<file path="config.mk">
export PLATFORM = sky130hd
export DESIGN_NAME = ied_exception_detect
export DESIGN_NICKNAME = d
export VERILOG_FILES = /design/src/ied_pkg.sv /design/src/ied_align_chk.sv /design/src/ied_exception_detect.sv
export SDC_FILE = /design/constraint.sdc
export NUM_CORES = 1
export LEC_CHECK = 0
export ABC_CLOCK_PERIOD_IN_PS = 1300
export CAP_MARGIN = 20
export CELL_PAD_IN_SITES_DETAIL_PLACEMENT = 2
export CELL_PAD_IN_SITES_GLOBAL_PLACEMENT = 2
export CORE_AREA = 2 2 69 71
export DETAILED_ROUTE_END_ITERATION = 7
export DIE_AREA = 0 0 71 73
export DONT_BUFFER_PORTS = 1
export PLACE_DENSITY_LB_ADDON = 0.1
export SLEW_MARGIN = 20
export SYNTH_ARGS = -nofsm -noshare
export SYNTH_HDL_FRONTEND = slang
export SYNTH_SLANG_ARGS = --single-unit
export TNS_END_PERCENT = 100
</file>
<file path="constraint.sdc">
create_clock -name core_clk -period 1.3 [get_ports core_clk]
set_input_delay 0 -clock core_clk [delete_from_list [all_inputs] [get_ports core_clk]]
set_output_delay 0 -clock core_clk [all_outputs]
set_load 0.02 [all_outputs]
</file>
<file path="src/ied_pkg.sv">
// constants and types shared by the instruction exception detector
// assumes one processor clock; all inputs come from same-clock pipeline logic
package ied_pkg;

    // ------------------------------------------------------------
    // access sizes presented with a load or store
    // ------------------------------------------------------------
    localparam logic [1:0] ACC_SIZE_BYTE = 2'h0;
    localparam logic [1:0] ACC_SIZE_HALF = 2'h1;
    localparam logic [1:0] ACC_SIZE_WORD = 2'h2;

    // ------------------------------------------------------------
    // operand values that make a signed divide unrepresentable
    // ------------------------------------------------------------
    localparam logic [31:0] DIV_MOST_NEG  = 32'h8000_0000;
    localparam logic [31:0] DIV_MINUS_ONE = 32'hFFFF_FFFF;
    localparam logic [31:0] DIV_ZERO      = 32'h0000_0000;

    // ------------------------------------------------------------
    // reset values of the registered outputs
    // ------------------------------------------------------------
    localparam logic RST_EXC_VALID = 1'b0;
    localparam logic RST_FLAG      = 1'b0;

    // ------------------------------------------------------------
    // fault reason codes, one per exception kind and sub-kind
    // ------------------------------------------------------------
    typedef enum logic [4:0] {
        CAUSE_NONE        = 5'h00,
        CAUSE_TRAP        = 5'h01,
        CAUSE_BREAK       = 5'h02,
        CAUSE_UNIMPL      = 5'h03,
        CAUSE_ILLEGAL     = 5'h04,
        CAUSE_SUPER_INSTR = 5'h05,
        CAUSE_SUPER_IADDR = 5'h06,
        CAUSE_SUPER_DADDR = 5'h07,
        CAUSE_MIS_DATA    = 5'h08,
        CAUSE_MIS_DEST    = 5'h09,
        CAUSE_DIV_ERR     = 5'h0A,
        CAUSE_FTLB_INSTR  = 5'h0B,
        CAUSE_FTLB_DATA   = 5'h0C,
        CAUSE_DTLB_INSTR  = 5'h0D,
        CAUSE_DTLB_DATA   = 5'h0E,
        CAUSE_PERM_EXEC   = 5'h0F,
        CAUSE_PERM_READ   = 5'h10,
        CAUSE_PERM_WRITE  = 5'h11,
        CAUSE_MPU_INSTR   = 5'h12,
        CAUSE_MPU_DATA    = 5'h13
    } ied_cause_t;

    // ------------------------------------------------------------
    // handler selection
    // ------------------------------------------------------------
    typedef enum logic [1:0] {
        VEC_GENERAL  = 2'h0,
        VEC_FAST_TLB = 2'h1,
        VEC_BREAK    = 2'h2
    } ied_vec_t;

endpackage : ied_pkg

</file>
<file path="src/ied_align_chk.sv">
// alignment checker for one address against an access size
// assumes size codes from ied_pkg; purely combinational
`timescale 1ns/100ps
module ied_align_chk (
    input  wire logic [1:0] addr_lo,
    input  wire logic [1:0] acc_size,
    output logic            misaligned
);

    // ------------------------------------------------------------
    // width decode
    // ------------------------------------------------------------
    wire logic is_half;
    wire logic is_word;

    assign is_half    = (acc_size == ied_pkg::ACC_SIZE_HALF);
    assign is_word    = (acc_size == ied_pkg::ACC_SIZE_WORD);
    // byte accesses never fault
    assign misaligned = (is_word && (addr_lo != 2'h0)) || (is_half && addr_lo[0]);

endmodule : ied_align_chk

</file>
<file path="src/ied_exception_detect.sv">
// instruction-related exception detection and classification
// assumes decoder, mmu/mpu lookups and status bits arrive on core_clk with
// the issued instruction; the sequencer consumes the one-cycle result
// Functional notes
// - trap instruction raises software trap, general handler
// - break instruction raises break exception, break handler
// - valid but unbuilt instruction raises unimplemented instruction exception
// - undefined opcode raises illegal when checking on; forced with mmu/mpu
// - internally reserved encodings never raise illegal instruction
// - user mode with mmu/mpu: six privileged ops raise supervisor instruction
// - user mode with mmu: supervisor fetch address raises exception
// - user mode with mmu: load, store, address flush to supervisor data
// - data misalign checking forced with mmu/mpu, optional otherwise
// - word needs multiple of four, half multiple of two, bytes fine
// - jump, call, return, resume and branch targets need multiple of four
// - destination misalign checking forced with mmu/mpu, optional otherwise
// - with divider and enable: zero divisor or most-negative by minus one
// - tlb miss with handling flag clear sets flag, fast miss handler
// - fast miss kind instruction or data recorded in miss kind flag
// - tlb miss with handling flag set: double miss, keep regs, general
// - double miss kind reported in reason field and miss kind flag
// - matched entry forbidding access: execute, read or write violation
// - data cache management ops skip tlb permission checks
// - with mpu: no region match or forbidden region raises violation
// - mpu violation classed instruction or data in reason field
// - noninterrupt exception handlers always use the normal register set
`timescale 1ns/100ps
module ied_exception_detect (
    input  wire logic        core_clk,
    input  wire logic        reset,
    // build configuration
    input  wire logic        cfg_mmu_present,
    input  wire logic        cfg_mpu_present,
    input  wire logic        cfg_illegal_check_en,
    input  wire logic        cfg_misalign_data_en,
    input  wire logic        cfg_misalign_dest_en,
    input  wire logic        cfg_div_check_en,
    input  wire logic        cfg_hw_divider,
    // status bits
    input  wire logic        user_mode_flag,
    input  wire logic        exception_handling_flag,
    // issued instruction
    input  wire logic        issue_valid,
    input  wire logic        op_trap,
    input  wire logic        op_break,
    input  wire logic        op_unimpl,
    input  wire logic        op_undefined,
    input  wire logic        op_internal_reserved,
    input  wire logic        op_supervisor_only,
    input  wire logic        op_dcache_mgmt,
    input  wire logic        is_load,
    input  wire logic        is_store,
    input  wire logic        is_addr_init,
    input  wire logic        is_addr_flush,
    input  wire logic [1:0]  access_size,
    input  wire logic [31:0] data_addr,
    input  wire logic        is_ctrl_xfer,
    input  wire logic [31:0] target_addr,
    input  wire logic        is_divide,
    input  wire logic        div_signed,
    input  wire logic [31:0] dividend,
    input  wire logic [31:0] divisor,
    // fetch lookups for the issued instruction
    input  wire logic        fetch_super_only,
    input  wire logic        fetch_tlb_hit,
    input  wire logic        fetch_tlb_exec_ok,
    input  wire logic        fetch_mpu_hit,
    input  wire logic        fetch_mpu_perm_ok,
    // data lookups for the issued instruction
    input  wire logic        data_super_only,
    input  wire logic        data_tlb_hit,
    input  wire logic        data_tlb_read_ok,
    input  wire logic        data_tlb_write_ok,
    input  wire logic        data_mpu_hit,
    input  wire logic        data_mpu_perm_ok,
    // result to the exception sequencer
    output logic             exc_valid,
    output ied_pkg::ied_cause_t fault_reason_field,
    output ied_pkg::ied_vec_t   exc_vector,
    output logic             miss_kind_data_flag,
    output logic             eh_set,
    output logic             keep_exc_regs,
    output logic             use_normal_regset
);

    // ------------------------------------------------------------
    // check enables
    // ------------------------------------------------------------
    wire logic prot_unit;
    wire logic illegal_on;
    wire logic mis_data_on;
    wire logic mis_dest_on;
    wire logic div_on;

    assign prot_unit   = cfg_mmu_present || cfg_mpu_present;
    assign illegal_on  = prot_unit || cfg_illegal_check_en;
    assign mis_data_on = prot_unit || cfg_misalign_data_en;
    assign mis_dest_on = prot_unit || cfg_misalign_dest_en;
    assign div_on      = cfg_div_check_en && cfg_hw_divider;

    // ------------------------------------------------------------
    // access classes
    // ------------------------------------------------------------
    wire logic ld_st;
    wire logic data_lookup;
    wire logic super_data_op;

    assign ld_st         = is_load || is_store;
    assign data_lookup   = ld_st || is_addr_init || is_addr_flush;
    assign super_data_op = ld_st || is_addr_flush;

    // ------------------------------------------------------------
    // alignment
    // ------------------------------------------------------------
    logic data_mis_raw;
    logic dest_mis_raw;

    ied_align_chk u_data_align (
        .addr_lo    (data_addr[1:0]),
        .acc_size   (access_size),
        .misaligned (data_mis_raw)
    );

    ied_align_chk u_dest_align (
        .addr_lo    (target_addr[1:0]),
        .acc_size   (ied_pkg::ACC_SIZE_WORD),
        .misaligned (dest_mis_raw)
    );

    // ------------------------------------------------------------
    // individual detections
    // ------------------------------------------------------------
    wire logic det_super_iaddr;
    wire logic fetch_miss;
    wire logic det_perm_exec;
    wire logic det_mpu_instr;
    wire logic det_super_instr;
    wire logic det_illegal;
    wire logic det_mis_dest;
    wire logic det_div;
    wire logic det_mis_data;
    wire logic det_super_daddr;
    wire logic data_miss;
    wire logic perm_checked;
    wire logic det_perm_read;
    wire logic det_perm_write;
    wire logic det_mpu_data;
    wire logic div_ovf;

    assign det_super_iaddr = cfg_mmu_present && user_mode_flag && fetch_super_only;
    assign fetch_miss      = cfg_mmu_present && !fetch_tlb_hit;
    assign det_perm_exec   = cfg_mmu_present && fetch_tlb_hit && !fetch_tlb_exec_ok;
    assign det_mpu_instr   = cfg_mpu_present && !(fetch_mpu_hit && fetch_mpu_perm_ok);
    assign det_super_instr = prot_unit && user_mode_flag && op_supervisor_only;
    assign det_illegal     = illegal_on && op_undefined && !op_internal_reserved;
    assign det_mis_dest    = mis_dest_on && is_ctrl_xfer && dest_mis_raw;
    assign div_ovf         = div_signed && (dividend == ied_pkg::DIV_MOST_NEG)
                             && (divisor == ied_pkg::DIV_MINUS_ONE);
    assign det_div         = div_on && is_divide && ((divisor == ied_pkg::DIV_ZERO) || div_ovf);
    assign det_mis_data    = mis_data_on && ld_st && data_mis_raw;
    assign det_super_daddr = cfg_mmu_present && user_mode_flag && super_data_op
                             && data_super_only;
    assign data_miss       = cfg_mmu_present && data_lookup && !data_tlb_hit;
    // cache management ops never see read or write permission faults
    assign perm_checked    = cfg_mmu_present && data_tlb_hit && !op_dcache_mgmt;
    assign det_perm_read   = perm_checked && is_load && !data_tlb_read_ok;
    assign det_perm_write  = perm_checked && is_store && !data_tlb_write_ok;
    assign det_mpu_data    = cfg_mpu_present && data_lookup
                             && !(data_mpu_hit && data_mpu_perm_ok);

    // ------------------------------------------------------------
    // priority selection: fetch faults, decode, then data faults
    // ------------------------------------------------------------
    ied_pkg::ied_cause_t cause_sel;
    wire logic           any_miss;
    wire logic           miss_is_data;
    wire logic           fast_miss;

    assign miss_is_data = !fetch_miss;
    assign any_miss     = (cause_sel == ied_pkg::CAUSE_FTLB_INSTR)
                          || (cause_sel == ied_pkg::CAUSE_FTLB_DATA)
                          || (cause_sel == ied_pkg::CAUSE_DTLB_INSTR)
                          || (cause_sel == ied_pkg::CAUSE_DTLB_DATA);
    assign fast_miss    = any_miss && !exception_handling_flag;

    assign cause_sel =
        !issue_valid    ? ied_pkg::CAUSE_NONE :
        det_super_iaddr ? ied_pkg::CAUSE_SUPER_IADDR :
        fetch_miss      ? (exception_handling_flag ? ied_pkg::CAUSE_DTLB_INSTR
                                                   : ied_pkg::CAUSE_FTLB_INSTR) :
        det_perm_exec   ? ied_pkg::CAUSE_PERM_EXEC :
        det_mpu_instr   ? ied_pkg::CAUSE_MPU_INSTR :
        det_super_instr ? ied_pkg::CAUSE_SUPER_INSTR :
        det_illegal     ? ied_pkg::CAUSE_ILLEGAL :
        op_unimpl       ? ied_pkg::CAUSE_UNIMPL :
        op_trap         ? ied_pkg::CAUSE_TRAP :
        op_break        ? ied_pkg::CAUSE_BREAK :
        det_mis_dest    ? ied_pkg::CAUSE_MIS_DEST :
        det_div         ? ied_pkg::CAUSE_DIV_ERR :
        det_mis_data    ? ied_pkg::CAUSE_MIS_DATA :
        det_super_daddr ? ied_pkg::CAUSE_SUPER_DADDR :
        data_miss       ? (exception_handling_flag ? ied_pkg::CAUSE_DTLB_DATA
                                                   : ied_pkg::CAUSE_FTLB_DATA) :
        det_perm_read   ? ied_pkg::CAUSE_PERM_READ :
        det_perm_write  ? ied_pkg::CAUSE_PERM_WRITE :
        det_mpu_data    ? ied_pkg::CAUSE_MPU_DATA :
                          ied_pkg::CAUSE_NONE;

    ied_pkg::ied_vec_t vec_sel;
    wire logic         exc_hit;

    assign exc_hit = (cause_sel != ied_pkg::CAUSE_NONE);
    assign vec_sel = (cause_sel == ied_pkg::CAUSE_BREAK) ? ied_pkg::VEC_BREAK :
                     fast_miss ? ied_pkg::VEC_FAST_TLB :
                                 ied_pkg::VEC_GENERAL;

    // ------------------------------------------------------------
    // registered result, one cycle after issue
    // ------------------------------------------------------------
    always_ff @(posedge core_clk or posedge reset) begin
        if (reset) begin
            exc_valid           <= ied_pkg::RST_EXC_VALID;
            fault_reason_field  <= ied_pkg::CAUSE_NONE;
            exc_vector          <= ied_pkg::VEC_GENERAL;
            miss_kind_data_flag <= ied_pkg::RST_FLAG;
            eh_set              <= ied_pkg::RST_FLAG;
            keep_exc_regs       <= ied_pkg::RST_FLAG;
            use_normal_regset   <= ied_pkg::RST_FLAG;
        end else begin
            exc_valid           <= exc_hit;
            fault_reason_field  <= cause_sel;
            exc_vector          <= vec_sel;
            // kind flag only moves on a miss, so software sees the last one
            if (any_miss) begin
                miss_kind_data_flag <= miss_is_data;
            end
            eh_set              <= fast_miss;
            keep_exc_regs       <= exc_hit && exception_handling_flag;
            use_normal_regset   <= exc_hit;
        end
    end
endmodule : ied_exception_detect

</file>
=== Yosys cells after proc, flatten, opt, wreduce, memory -nomap -nowiden ===
Cells that the tools add are included.

* Multiplexer cells: 22
* Reduce and logical (&&, ||, !) cells: 65
* Equality and inequality tests: 9

{| class="wikitable"
|+ Operator list
! kind !! count
|-
| $mux 5 || 18
|-
| $eq 32x32->1 const B || 2
|-
| $logic_and 1x1->1 || 37
|-
| $logic_not 32->1 || 1
|-
| $eq 5x4->1 const B || 4
|-
| $logic_or 1x1->1 || 13
|-
| $logic_not 1->1 || 11
|-
| $eq 5x2->1 const B || 1
|-
| $reduce_bool 5->1 || 1
|-
| $mux 2 || 2
|-
| $reduce_bool 2->1 || 2
|-
| $mux 3 || 1
|-
| $eq 2x1->1 const B || 1
|-
| $eq 2x2->1 const B || 1
|-
| $mux 1 || 1
|}

* Input port bits: 167
* Output and inout port bits: 12
* Logic and storage cells: 102
* Flip-flop bits (word level): 11

=== Logic depth before layout (Yosys ltp) ===
Gate-level depths: netlist (run 1).

* Depth in word-level cells: 30
* Mapped depth: 9
* Gate-level depth less buffers: 8

=== Modules after synthesis ===
Synthesis (run 1) repeated with hierarchy kept, for this count alone.

* Cell total of the unflattened synthesis: 187
* Area, all modules: 1,375.1 um^2

{| class="wikitable"
|+ Modules (own cells, without submodules)
! module !! cells each !! instances !! area an instance (um^2)
|-
| ied_exception_detect || 179 || 1 || 1,322.5
|-
| ied_align_chk || 4 || 2 || 26.3
|}

=== Worst setup path after synthesis (run 1) ===
OpenSTA, ideal clock, no wires.

* Path kind: in2reg
* Start point: input port divisor[19]
* End point: register miss_kind_data_flag
* Setup slack: -0.651 ns
* Cell stages on the path: 7
* Data required time: 1.175 ns
* Data arrival time: 1.826 ns
* Path buffers: 0
* Library setup time: 0.125 ns
* Cells stage by stage: or4_1 > nor3_1 > a32oi_1 > o41ai_4 > nand3_2 > a21oi_2 > mux2_4

* Longest elaborated chain between the ends: 20
* Elaborated cells between the ends (all ways): 24
* Classes of those cells: 5 x eq/ne; 12 x mux; 7 x reduce/logical

{| class="wikitable"
|+ Ends and longest elaborated chain
! what !! RTL line !! RTL
|-
| start, declared || ied_exception_detect.sv:62 || <nowiki>input wire logic [31:0] divisor,</nowiki>
|-
| $eq 32x32->1 || ied_exception_detect.sv:158 || <nowiki>&& (divisor == ied_pkg::DIV_MINUS_ONE);</nowiki>
|-
| $logic_and 1x1->1 || ied_exception_detect.sv:158 ||
|-
| $logic_or 1x1->1 * || ied_exception_detect.sv:159 || <nowiki>assign det_div = div_on && is_divide && ((divisor == ied_pkg::DIV_ZERO) || div_ovf);</nowiki>
|-
| $logic_and 1x1->1 * || ied_exception_detect.sv:159 ||
|-
| $mux 5 * || ied_exception_detect.sv:199 || <nowiki>det_div ? ied_pkg::CAUSE_DIV_ERR :</nowiki>
|-
| $mux 5 * || ied_exception_detect.sv:198 || <nowiki>det_mis_dest ? ied_pkg::CAUSE_MIS_DEST :</nowiki>
|-
| $mux 5 * || ied_exception_detect.sv:197 || <nowiki>op_break ? ied_pkg::CAUSE_BREAK :</nowiki>
|-
| $mux 5 * || ied_exception_detect.sv:196 || <nowiki>op_trap ? ied_pkg::CAUSE_TRAP :</nowiki>
|-
| [... 4 more ...] || -- ||
|-
| $mux 5 * || ied_exception_detect.sv:191 || <nowiki>det_perm_exec ? ied_pkg::CAUSE_PERM_EXEC :</nowiki>
|-
| $mux 5 * || ied_exception_detect.sv:189 || <nowiki>fetch_miss ? (exception_handling_flag ? ied_pkg::CAUSE_DTLB_INSTR</nowiki>
|-
| $mux 5 * || ied_exception_detect.sv:188 || <nowiki>det_super_iaddr ? ied_pkg::CAUSE_SUPER_IADDR :</nowiki>
|-
| $mux 5 * || ied_exception_detect.sv:187 || <nowiki>!issue_valid ? ied_pkg::CAUSE_NONE :</nowiki>
|-
| $eq 5x4->1, on equally long branches || ied_exception_detect.sv:180, ied_exception_detect.sv:181 ||
|-
| $logic_or 1x1->1 || ied_exception_detect.sv:181 || <nowiki>|| (cause_sel == ied_pkg::CAUSE_FTLB_DATA)</nowiki>
|-
| $logic_or 1x1->1 || ied_exception_detect.sv:182 || <nowiki>|| (cause_sel == ied_pkg::CAUSE_DTLB_INSTR)</nowiki>
|-
| $logic_or 1x1->1 * || ied_exception_detect.sv:183 || <nowiki>|| (cause_sel == ied_pkg::CAUSE_DTLB_DATA);</nowiki>
|-
| end signal, assigned || ied_exception_detect.sv:225 || <nowiki>miss_kind_data_flag <= ied_pkg::RST_FLAG;</nowiki>
|-
| end signal, assigned || ied_exception_detect.sv:235 || <nowiki>miss_kind_data_flag <= miss_is_data;</nowiki>
|-
| end, declared || ied_exception_detect.sv:80 || <nowiki>output logic miss_kind_data_flag,</nowiki>
|}

Mark *: on every way between the ends. The rest lies on a longest branch, timed or not.
A chain may end at the register's enable or synchronous reset.

=== Worst setup path in the final report (run 1) ===
* Start point: input port is_addr_flush
* End point: register miss_kind_data_flag

* Longest elaborated chain between the ends: 25
* Elaborated cells between the ends (all ways): 33
* Classes of those cells: 4 x eq/ne; 18 x mux; 11 x reduce/logical

{| class="wikitable"
|+ Ends and longest elaborated chain
! what !! RTL line !! RTL
|-
| start, declared || ied_exception_detect.sv:54 || <nowiki>input wire logic is_addr_flush,</nowiki>
|-
| $logic_or 1x1->1 || ied_exception_detect.sv:109 || <nowiki>assign data_lookup = ld_st || is_addr_init || is_addr_flush;</nowiki>
|-
| $logic_and 1x1->1 || ied_exception_detect.sv:168 || <nowiki>assign det_mpu_data = cfg_mpu_present && data_lookup</nowiki>
|-
| $logic_and 1x1->1 || ied_exception_detect.sv:169 || <nowiki>&& !(data_mpu_hit && data_mpu_perm_ok);</nowiki>
|-
| $mux 5 || ied_exception_detect.sv:206 || <nowiki>det_mpu_data ? ied_pkg::CAUSE_MPU_DATA :</nowiki>
|-
| $mux 5 || ied_exception_detect.sv:205 || <nowiki>det_perm_write ? ied_pkg::CAUSE_PERM_WRITE :</nowiki>
|-
| $mux 5 || ied_exception_detect.sv:204 || <nowiki>det_perm_read ? ied_pkg::CAUSE_PERM_READ :</nowiki>
|-
| $mux 5 || ied_exception_detect.sv:202 || <nowiki>data_miss ? (exception_handling_flag ? ied_pkg::CAUSE_DTLB_DATA</nowiki>
|-
| $mux 5 * || ied_exception_detect.sv:201 || <nowiki>det_super_daddr ? ied_pkg::CAUSE_SUPER_DADDR :</nowiki>
|-
| [... 10 more ...] || -- ||
|-
| $mux 5 * || ied_exception_detect.sv:189 ||
|-
| $mux 5 * || ied_exception_detect.sv:188 ||
|-
| $mux 5 * || ied_exception_detect.sv:187 ||
|-
| named net cause_sel[0] || ied_exception_detect.sv:174 || <nowiki>ied_pkg::ied_cause_t cause_sel;</nowiki>
|-
| $eq 5x4->1, on equally long branches || ied_exception_detect.sv:180, ied_exception_detect.sv:181 ||
|-
| $logic_or 1x1->1 || ied_exception_detect.sv:181 ||
|-
| $logic_or 1x1->1 || ied_exception_detect.sv:182 ||
|-
| $logic_or 1x1->1 * || ied_exception_detect.sv:183 ||
|}

The timed path passes the listed nets; every way through them passes the cells marked *.

==> results of run 1 <==
## logic make-up (layout without fill, tap and decap cells)
logic type	after synthesis	count (layout)	synth area share [%]
compound gates	38	38	26.8
simple gates	83	83	44.3
buf+inv	9	43	3.51
mux	1	1	1.31
flops	11	11	24.1
## flip-flops by register name, summed over array words and instances, names as in the netlist
signal               flops
exc_valid                1
fault_reason_field       5
eh_set                   1
keep_exc_regs            1
exc_vector               2
miss_kind_data_flag      1
## power by group
part	switching (mW)	leakage, nW	internal [mW]
Sequential	0.0744	0.140	0.380
Combinational	0.197	0.506	0.230
Clock	0.126	0.0255	0.210
Total	0.397	0.671	0.819
## Yosys cell counts (2+ instances only)
master / instances
or4_1: 3
dfrtp_1: 11
or3_1: 2
a21o_1: 4
o21ai_0: 4
nand4b_1: 2
o211ai_1: 2
nand4_1: 10
nor3_1: 6
buf_2: 2
a21oi_1: 7
nand3b_1: 3
nand3_1: 4
nor2b_1: 5
nor2_1: 5
a21boi_0: 3
a211oi_1: 3
nor4_1: 15
inv_1: 6
nand2_1: 14
nand2b_1: 6
## per-stage QoR
step                      power [mW]  hold slack [ps]
final                           1.22             91.9
after global routing            1.28             91.6
after CTS                       1.21             68.8
after detailed placement       0.800            -99.3
after global placement         0.782             -116
after floorplan                0.681             -148
## area by class of cell
| class | instances | area, sq um |
|---|---|---|
| Clock buffer | 3 | 41.3 |
| Clock inverter | 1 | 5.00 |
| Fill cell | 510 | 2780 |
| Inverter | 6 | 22.5 |
| Multi-Input combinational cell | 122 | 1070 |
| Sequential cell | 11 | 275 |
| Tap cell | 54 | 67.6 |
| Timing Repair Buffer | 33 | 274 |
## repair_timing
| action | 4_1_cts | 5_1_grt |
|---|---|---|
| endpoints found under the setup margin | 10 | 11 |
| hold buffers | 3 | 0 |
| buffers inserted | 5 | 2 |
| endpoints found under the hold margin | 17 | 0 |
| pin swaps | 12 | 7 |
| gates resized for setup | 26 | 11 |
## how the worst min path moves through the flow
stage / startpoint / end / slack [ps]
after floorplan: reset / eh_set / -150
after global placement: reset / fault_reason_field[1] / -120
after detailed placement: reset / fault_reason_field[1] / -100
after CTS: issue_valid / exc_valid / 70
after global routing: issue_valid / exc_valid / 90
final: issue_valid / exc_valid / 90
## per-layer routing
metal,share of wire (%),vias up
met5,0,-
met4,1.5,0
met3,7.4,6
met2,56,69
met1,36,643
li1,-,631
==> summary.txt, run 1 <==
Setup path
  • Req. time, crit path: 1420 ps
  • Number of stages on the worst setup path: 8
  • Critical Path Start Type: input pin
  • Worst r2r dst: miss_kind_data_flag
  • Worst path most repeated cell: a21o_1
  • RR Startpoint: miss_kind_data_flag
  • CP cell instances: or4_4 > a2bb2oi_2 > o31ai_4 > a21o_1 > o211a_4 > a21o_1 > a21oi_2 > mux2_4
  • CP Class: in -> reg
  • R2r setup slk: 430 ps
  • CP arrival: 1910 ps
  • Crit path from: is_addr_flush
  • Worst reg-to-reg path cell count: 1
  • CP top delay family: compound AO/OA/AOI/OAI gates
  • CP max FO: 6
  • Crit path buf inv count: 0
  • Delay of the slowest critical-path stage: 570 ps
  • Critical Path End: miss_kind_data_flag
  • Slowest CP cell: or4_4
  • Worst Setup End Kind: flip-flop

Cells and area
  • Non-Filler Instances: 230
  • Post-layout util: 38.7%
  • Most frequent cells in the layout: 25 x buf_4, 13 x nand2_1, 11 x dfrtp_1, 10 x nand4_1, 9 x nor4_1
  • Most common cell after layout, fill and taps aside: buf_4
  • Layout area overhead: 53.6%
  • Design area: 1750 sq um
  • Layout Nets: 344
  • Layout cells sized above 1: 41.5%
  • Antenna diodes: 0

Clocking
  • TritonCTS Buffers: 3
  • Clk_lat worst skew: 230 ps
  • TritonCTS clock tree: done
  • CTS clk-pin slew, worst paths: 50 ps
  • CTS sink cnt: 11
  • Clock Root Buffer: clkbuf_8
  • CTS H-tree depth: 1
  • Clk buf depth: 2

Pwr
  • Maximum VDD drop: 296 uV
  • Leakage: 0.671 nW
  • Pwr Density: 694 nW/um^2

Timing
  • Setup tns final: -3000 ps
  • Post-layout min period: 1800 ps
  • Worst Tran Pin Value: 473 ps
  • Fmax: 0.557 GHz
  • Slew HR: 68.2%
  • Final hold viol count: 0
  • Slew Viols, Final: 0
  • Worst Slack Setup Final: -496 ps
  • RSZ-0062 raised after global routing: yes
  • Clk_skew: 0 ps
  • Final period utilization: 138%
  • Final setup viols: 9

GRT
  • Largest net degree at the start of global routing: 14
  • Met1 usage: 20.0%
  • Antenna violations before repair: 0
  • Number of global-route vias before repair: 1,572
  • Grt met3 use: 3.59%
  • Congestion Overflow GR: 0
  • GRT Max-Usage Layer: met2
  • First-pass GRT wire length: 7.36 mm
  • GRT Resource Usage Total: 18.0%
  • Met2 usage: 34.5%

Logic synthesis
  • Syn Area/Cell: 8.04 sq um
  • Total nets after synthesis: 309
  • Sequential area share after synthesis: 24.1%
  • Top post-synthesis cells by area: dfrtp_1 24%, nor4_1 8.2%, nand4_1 5.5%
  • Cell taking the most area after synthesis: dfrtp_1
  • Synth Instances: 142
  • Mapped cell area: 1140 sq um
  • Top-area cell type share of the netlist area: 24.1%
  • Syn. warnings: 0
  • Asr flop ratio synth: 100%
  • #FFs+latches synth: 11
  • Number of synthesized flops with an enable pin: 0
  • Primary FF master, synth: dfrtp_1
  • Post-synth cell types: 46

Die
  • DIE AREA: 5180 sq um
  • Initial Util: 25.2%
  • Row cnt: 25
  • Core region area: 4540 sq um
  • Top-Level Pins: 179
  • Die Span Y: 73 um
  • Chip width: 71 um

Flow run
  • Max Cap Violations: 0

Place
  • RD Place Congestion: 0.766
  • Hpwl dp: 4.07 mm
  • Placed Area: 1430 sq um
  • Setup WS pre-CTS: -804 ps
  • PortBufs: 0
  • Placed cells: 218

Routing
  • Drt drc: 0
  • Vias: 1,349
  • Post-route ant nets: 0
  • Routed vias/inst: 5.87
  • DR pass1 iterations: 4
  • Routed len/inst: 20.8 um
  • Drt first-iter violations: 43
  • Final WL: 4.79 mm

Worst hold path
  • Worst hold stages: 3
  • Hold Crit Class: in -> reg

Status
  • Outcome: finished with violations
  • Violated checks: setup timing
(Power assumes the default switching activity.)
==> run 2, diff against run 1 <==
--- a/config.mk
+++ b/config.mk
@@ -5,13 +5,14 @@
 export SDC_FILE = /design/constraint.sdc
 export NUM_CORES = 1
 export LEC_CHECK = 0
+export ABC_AREA = 1
 export ABC_CLOCK_PERIOD_IN_PS = 1300
 export CAP_MARGIN = 20
 export CELL_PAD_IN_SITES_DETAIL_PLACEMENT = 2
 export CELL_PAD_IN_SITES_GLOBAL_PLACEMENT = 2
-export CORE_AREA = 2 2 69 71
+export CORE_ASPECT_RATIO = 1.4
+export CORE_UTILIZATION = 26
 export DETAILED_ROUTE_END_ITERATION = 7
-export DIE_AREA = 0 0 71 73
 export DONT_BUFFER_PORTS = 1
 export PLACE_DENSITY_LB_ADDON = 0.1
 export SLEW_MARGIN = 20
==> run 2 against run 1 <==
Net effect:
- the flow still finishes with violations (setup timing)
- clock skew did not move
- utilization rose by 0.94 points
- sequential cell count did not move
- cell area rose by 4.1%
- worst setup slack improved by 330 ps
- via count rose by 19%
- final cell count rose by 38%
- first-iteration DRC count fell by 30%
- global-route usage rose by 2.6 points
==> summary.txt, run 2 <==
Status
  • Outcome: finished with violations
  • Violated checks: setup timing

Setup path
  • CP top delay family: simple AND/OR/NAND/NOR gates
  • Delay of the slowest critical-path stage: 170 ps (-400 ps)
  • CP max FO: 3 (-3)
  • Worst reg-to-reg path cell count: 2 (+1)
  • CP arrival: 1590 ps (-320 ps)
  • Worst Setup End Kind: flip-flop
  • Slowest CP cell: nand4_1
  • Crit path buf inv count: 4 (+4)
  • Critical Path Start Type: input pin
  • Worst path most repeated cell: nand2_1
  • Number of stages on the worst setup path: 17 (+9)
  • CP Class: in -> reg
  • CP cell instances: clkinv_16 > nand2_8 > buf_6 > o21bai_4 > nand2_2 > buf_4 > buf_4 > nand3_1 > nand2_1 > nand2_1 > nand2_1 > nand2_1 > nand3_2 > nand4_1 > nand3_2 > nand2_2 > nand2_1
  • Req. time, crit path: 1430 ps (about the same)

Cells and area
  • Register bank with the most flops: fault_reason_field
  • Most frequent cells in the layout: 50 x nand2_1, 43 x nor2_1, 28 x inv_1, 21 x buf_4, 14 x nand3_1
  • Max reg flops: 5 (unchanged)
  • Antenna diodes: 0 (unchanged)
  • Most common cell after layout, fill and taps aside: nand2_1
  • Fill count: 598 (+17%)
  • Regs by FF count: fault_reason_field: 5 flops, exc_vector: 2 flops
  • Layout area overhead: 43.0%
  • Layout cells sized above 1: 33.2% (-8.3 points)
  • Layout Nets: 424 (+23%)

Logic synthesis
  • Top-area cell type share of the netlist area: 21.6% (-2.5 points)
  • Synth Instances: 225 (+58%)
  • Asr flop ratio synth: 100% (unchanged)
  • #FFs+latches synth: 11 (unchanged)
  • Cell taking the most area after synthesis: dfrtp_1
  • Mapped cell area: 1280 sq um (+12%)
  • Synth cell count leaders: 60 x nand2_1, 54 x nor2_1, 31 x inv_1
  • Top post-synthesis cells by area: dfrtp_1 22%, nand2_1 18%, nor2_1 16%
  • Syn. warnings: 0 (unchanged)
  • Sequential area share after synthesis: 21.6% (-2.5 points)
  • Most common cell in the netlist: nand2_1
  • Primary FF master, synth: dfrtp_1
  • Syn Area/Cell: 5.67 sq um (-29%)
  • Post-synth cell types: 27 (-41%)
  • Total nets after synthesis: 392 (+27%)
  • Number of synthesized flops with an enable pin: 0 (unchanged)

GRT
  • Antenna violations before repair: 0 (unchanged)
  • GRT Resource Usage Total: 20.6% (+2.6 points)
  • Congestion Overflow GR: 0 (unchanged)
  • Largest net degree at the start of global routing: 12 (-2)
  • Number of global-route vias before repair: 1,831 (+16%)
  • First-pass GRT wire length: 7.94 mm (+7.9%)

Timing
  • Worst Tran Pin Value: 397 ps (-75.4 ps)
  • Setup tns final: -823 ps (+2170 ps)
  • RSZ-0062 raised after global routing: yes
  • Slew HR: 73.5% (+5.3 points)
  • Final setup viols: 7 (-2)
  • Post-layout min period: 1460 ps (-334 ps)
  • Slew Viols, Final: 0 (unchanged)
  • Clk_skew: 0 ps (unchanged)
  • Fmax: 0.684 GHz (+23%)
  • Final hold viol count: 0 (unchanged)
  • Worst Slack Setup Final: -162 ps (+334 ps)
  • Final period utilization: 112% (-26 points)

Die
  • Chip width: 61.2 um (-14%)
  • Die Span Y: 84.9 um (+16%)
  • Initial Util: 27.7% (+2.5 points)
  • DIE AREA: 5200 sq um (+0.26%)
  • Core region area: 4610 sq um (+1.6%)
  • Top-Level Pins: 179 (unchanged)
  • Row cnt: 29 (+16%)

Clocking
  • Clk buf depth: 2 (unchanged)
  • Clk_lat worst skew: 240 ps (about the same)
  • TritonCTS Buffers: 3 (unchanged)
  • TritonCTS clock tree: done
  • Clock Root Buffer: clkbuf_8
  • CTS H-tree depth: 1 (unchanged)
  • CTS clk-pin slew, worst paths: 50 ps (about the same)
  • CTS sink cnt: 11 (unchanged)

Routing
  • Post-route ant nets: 0 (unchanged)
  • Routed vias/inst: 5.07 (-14%)
  • Vias: 1,611 (+19%)
  • Drt first-iter violations: 30 (-30%)
  • Final WL: 5.59 mm (+17%)
  • Drt drc: 0 (unchanged)
  • DR pass1 iterations: 3 (-1)
  • Routed len/inst: 17.6 um (-16%)

Place
  • RD Place Congestion: 0.801 (+4.6%)
  • PortBufs: 0 (unchanged)
  • Hpwl dp: 4.24 mm (+4.3%)

Pwr
  • Total power: 1.26 mW (+3.9%)
  • Leakage: 0.891 nW (+33%)
  • Maximum VDD drop: 275 uV (-6.9%)
  • Pwr Density: 693 nW/um^2 (-0.12%)

Worst hold path
  • Worst hold stages: 4 (+1)
  • Hold Crit Class: in -> reg

Flow run
  • Max Cap Violations: 0 (unchanged)
==> run 2: cell count changes after synthesis, moves of 4 or more <==
cell / change
nor3_1: -4
nand2b_1: -6
inv_2: +6
a21o_1: -4
nor2_1: +49
nor2_2: +5
nand3_1: +14
nor2b_1: -5
nand2_2: +4
nand2_1: +46
nor4_1: -14
inv_1: +25
==> run 2: metrics by stage <==
step / worst slack (ps) / std cells / instance area, sq um / utilization (%) / hold WS [ps]
2_1_floorplan: -55.3 / 225 / 1320 / - / -148
3_5_place_dp: -471 / 304 / 1520 / 33.0 / -110
4_1_cts: -168 / 316 / 1720 / 37.4 / 17.8
5_1_grt: -370 / 318 / 1830 / 39.6 / 150
6_report: -162 / 318 / 1830 / 39.6 / 112
3_3_place_gp: -252 / 304 / 1520 / 33.0 / -119
==> run 2: area by class of cell <==
class / count / area (sq um) / share of cell area (%)
Tap cell: 62 / 77.6 / 4.25
Multi-Input combinational cell: 176 / 1020 / 55.8
Sequential cell: 11 / 275 / 15.1
Inverter: 37 / 178 / 9.73
Clock buffer: 4 / 45.0 / 2.47
Timing Repair Buffer: 28 / 231 / 12.7
==> run 2: what timing repair did <==
action,4_1_cts,5_1_grt
hold buffers,3,1
buffers inserted,5,1
pin swaps,18,17
setup endpoints to repair,8,11
gates resized for setup,24,23
hold endpoints to repair,17,1
==> run 2: report_power, final <==
group	internal, mW	switching, mW
logic	0.207	0.258
registers	0.378	0.0763
clock network	0.215	0.130
total	0.801	0.464
==> run 2: worst min-delay path, cell delays in order <==
cell	delay [ps]
nor2_1	20
inv_1	110
nand4_1	110
nand2_1	80
==> run 2: path summary, 6_finish.rpt <==
path / to / startpoint / slack (ps)
setup reg to reg: miss_kind_data_flag / miss_kind_data_flag / 550
setup / recovery: miss_kind_data_flag / is_load / -160
hold / removal: miss_kind_data_flag / fetch_tlb_hit / 110
min in group asynchronous: fault_reason_field[0] / reset / 190
max in group asynchronous: fault_reason_field[3] / reset / 830
hold reg to reg: miss_kind_data_flag / miss_kind_data_flag / 670
==> run 2: cell families after synthesis <==
| logic type | after synthesis | synth area share (%) |
|---|---|---|
| AOI/OAI and AO/OA | 13 | 7.75 |
| and+or+nand+nor | 163 | 59.2 |
| buffers and inverters | 38 | 11.5 |
| DFF | 11 | 21.6 |
==> run 2: layer usage <==
metal  GRT usage (%)  vias up  part of all wire (%)
met2            46.1       79                    65
met1            15.7      759                    27
met3            3.20        6                   7.6
met4            5.58        0                   1.1
li1                -      767                     -
met5               0        -                     0
==> run 3, diff against run 2 <==
--- a/config.mk
+++ b/config.mk
@@ -6,7 +6,7 @@
 export NUM_CORES = 1
 export LEC_CHECK = 0
 export ABC_AREA = 1
-export ABC_CLOCK_PERIOD_IN_PS = 1300
+export ABC_CLOCK_PERIOD_IN_PS = 1800
 export CAP_MARGIN = 20
 export CELL_PAD_IN_SITES_DETAIL_PLACEMENT = 2
 export CELL_PAD_IN_SITES_GLOBAL_PLACEMENT = 2
==> constraint.sdc (replaced) <==
create_clock -name core_clk -period 1.8 [get_ports core_clk]
set_input_delay 0 -clock core_clk [delete_from_list [all_inputs] [get_ports core_clk]]
set_output_delay 0 -clock core_clk [all_outputs]
set_load 0.02 [all_outputs]
==> run 3 against run 2 <==
Net effect:
- the flow now finishes without violations
- clock power is 31% lower
- utilization is 8.8 points lower
- final cell count is 7.9% lower
- hold slack worse by 33 ps
- via count is 11% lower
- wire length is 27% lower
- highest routed layer unchanged
==> summary.txt, run 3 (synthesis gave the netlist of run 2 again) <==
Timing
  • Slew Viols, Final: 0 (unchanged)
  • RSZ-0062 raised after global routing: no
  • Final period utilization: 77.2%
  • Worst Tran Pin Value: 392 ps (-4.95 ps)
  • Setup tns final: 0 ps (+823 ps)
  • Final hold viol count: 0 (unchanged)
  • Fmax: 0.720 GHz
  • Worst Hold Slack: 78.9 ps (-33.4 ps)
  • Final setup viols: 0 (-7)
  • Post-layout min period: 1390 ps
  • Slew HR: 73.8% (+0.33 points)
  • Clk_skew: 0 ps (unchanged)

Setup path
  • Critical Path Start Type: input pin
  • Slowest CP cell: a21oi_1
  • Crit path buf inv count: 1 (-3)
  • Worst reg-to-reg path cell count: 2 (unchanged)
  • Worst Setup End Kind: flip-flop
  • RR Startpoint: miss_kind_data_flag
  • Delay of the slowest critical-path stage: 140 ps (-30 ps)
  • Crit path from: is_load
  • Req. time, crit path: 1920 ps (+490 ps)
  • CP cell instances: inv_2 > nand2_4 > nor2_1 > nand2_1 > nand2_2 > nand3_1 > a21oi_1 > nand2_1 > nand2_1 > nand2_1 > nand2_1 > nand2_1 > nand2_1 > nand2_1 > nand2_1 > nand3_1 > nand2_1 > nand3_2 > nand2_1 > nand2_1
  • R2r setup slk: 1100 ps (+550 ps)
  • Number of stages on the worst setup path: 20 (+3)
  • CP Class: in -> reg
  • Worst r2r dst: miss_kind_data_flag
  • CP top delay family: simple AND/OR/NAND/NOR gates
  • CP max FO: 3 (unchanged)
  • CP arrival: 1510 ps (-80 ps)
  • Worst path most repeated cell: nand2_1

Worst hold path
  • Hold Crit Class: in -> reg
  • WHS Endpoint: fault_reason_field[4]
  • Worst hold stages: 4 (unchanged)
  • HP Start: issue_valid

Cells and area
  • Max reg flops: 5 (unchanged)
  • Post-layout util: 30.8% (-8.8 points)
  • Layout area overhead: 11.4%
  • Most frequent cells in the layout: 60 x nand2_1, 54 x nor2_1, 31 x inv_1, 18 x nand3_1, 11 x dfrtp_1
  • Regs by FF count: fault_reason_field: 5 flops, exc_vector: 2 flops
  • Most common cell after layout, fill and taps aside: nand2_1
  • Fill count: 619 (+3.5%)
  • Layout Nets: 399 (-5.9%)
  • Antenna diodes: 0 (unchanged)
  • Register bank with the most flops: fault_reason_field
  • Layout cells sized above 1: 12.1% (-21 points)

Place
  • RD Place Congestion: 0.824 (+2.9%)
  • Hpwl dp: 3.90 mm (-8.2%)
  • PortBufs: 0 (unchanged)

Routing
  • Routed len/inst: 13.9 um (-21%)
  • Routed vias/inst: 4.89 (-3.5%)
  • Vias: 1,433 (-11%)
  • Final WL: 4.09 mm (-27%)
  • Drt first-iter violations: 14 (-53%)
  • Post-route ant nets: 0 (unchanged)
  • Drt drc: 0 (unchanged)
  • DR pass1 iterations: 2 (-1)

Clocking
  • CTS H-tree depth: 1 (unchanged)
  • CTS clk-pin slew, worst paths: 50 ps (about the same)
  • Clk_lat worst skew: 230 ps (about the same)
  • TritonCTS Buffers: 3 (unchanged)
  • Setup bufs post-CTS: 0 (-5)
  • Clock Root Buffer: clkbuf_8
  • CTS sink cnt: 11 (unchanged)
  • TritonCTS clock tree: done
  • Clk buf depth: 2 (unchanged)

Pwr
  • Leakage: 0.731 nW (-18%)
  • Pwr Density: 544 nW/um^2 (-21%)
  • Maximum VDD drop: 188 uV (-32%)

GRT
  • Number of global-route vias before repair: 1,613 (-12%)
  • Antenna violations before repair: 0 (unchanged)
  • First-pass GRT wire length: 6.33 mm (-20%)
  • GRT Resource Usage Total: 15.8% (-4.8 points)
  • Congestion Overflow GR: 0 (unchanged)
  • Largest net degree at the start of global routing: 12 (unchanged)

Flow run
  • Max Cap Violations: 0 (unchanged)

Die
  • Top-Level Pins: 179 (unchanged)
  • DIE AREA: 5200 sq um (unchanged)
  • Row cnt: 29 (unchanged)
  • Die Span Y: 84.9 um (unchanged)
  • Initial Util: 27.7% (unchanged)
  • Core region area: 4610 sq um (unchanged)
  • Chip width: 61.2 um (unchanged)

Status
  • Outcome: finished, final reports clean
## run 3: tightest hold or removal path, delay by kind of cell
kind | cells | cell delay [ps]
simple gates | 2 | 150
buf+inv | 2 | 120
## run 3: power by group
group	switching, mW	internal (mW)
clock network	0.0829	0.155
registers	0.0509	0.273
logic	0.132	0.0798
## run 3: what timing repair did
item,in CTS,in global routing
hold buffers,3,0
resized for setup,0,0
endpoints found under the hold margin,18,0
## run 3: through the flow
stage	power (mW)	cell area [sq um]	setup WS, ps	cells
2_1_floorplan	0.499	1280	389	225
3_3_place_gp	0.528	1350	164	286
3_5_place_dp	0.541	1350	98.7	286
4_1_cts	0.796	1420	346	293
5_1_grt	0.835	1420	119	293
6_report	0.774	1420	410	293
## run 3: worst max-delay path by stage
stage                           to  slack [ps]
6_report       miss_kind_data_flag         410
2_1_floorplan  miss_kind_data_flag         390
3_3_place_gp         keep_exc_regs         160
3_5_place_dp         keep_exc_regs         100
5_1_grt              keep_exc_regs         120
4_1_cts              keep_exc_regs         350
## run 3: routing by layer
layer,vias to the layer above,global-route usage [%],routed length (um)
met2,75,33.6,2370
met3,2,1.83,353
met5,-,0,0
li1,712,-,-
met1,644,14.4,1350
met4,0,3.72,14
## run 3: final cells by class
type | count | area, sq um | share of cell area, %
multi-input cells | 176 | 855 | 60.1
well taps | 62 | 77.6 | 5.46
clock buffers | 4 | 45.0 | 3.17
flip-flops and latches | 11 | 275 | 19.4
inverters | 37 | 139 | 9.77
repair buffers | 3 | 30.0 | 2.11
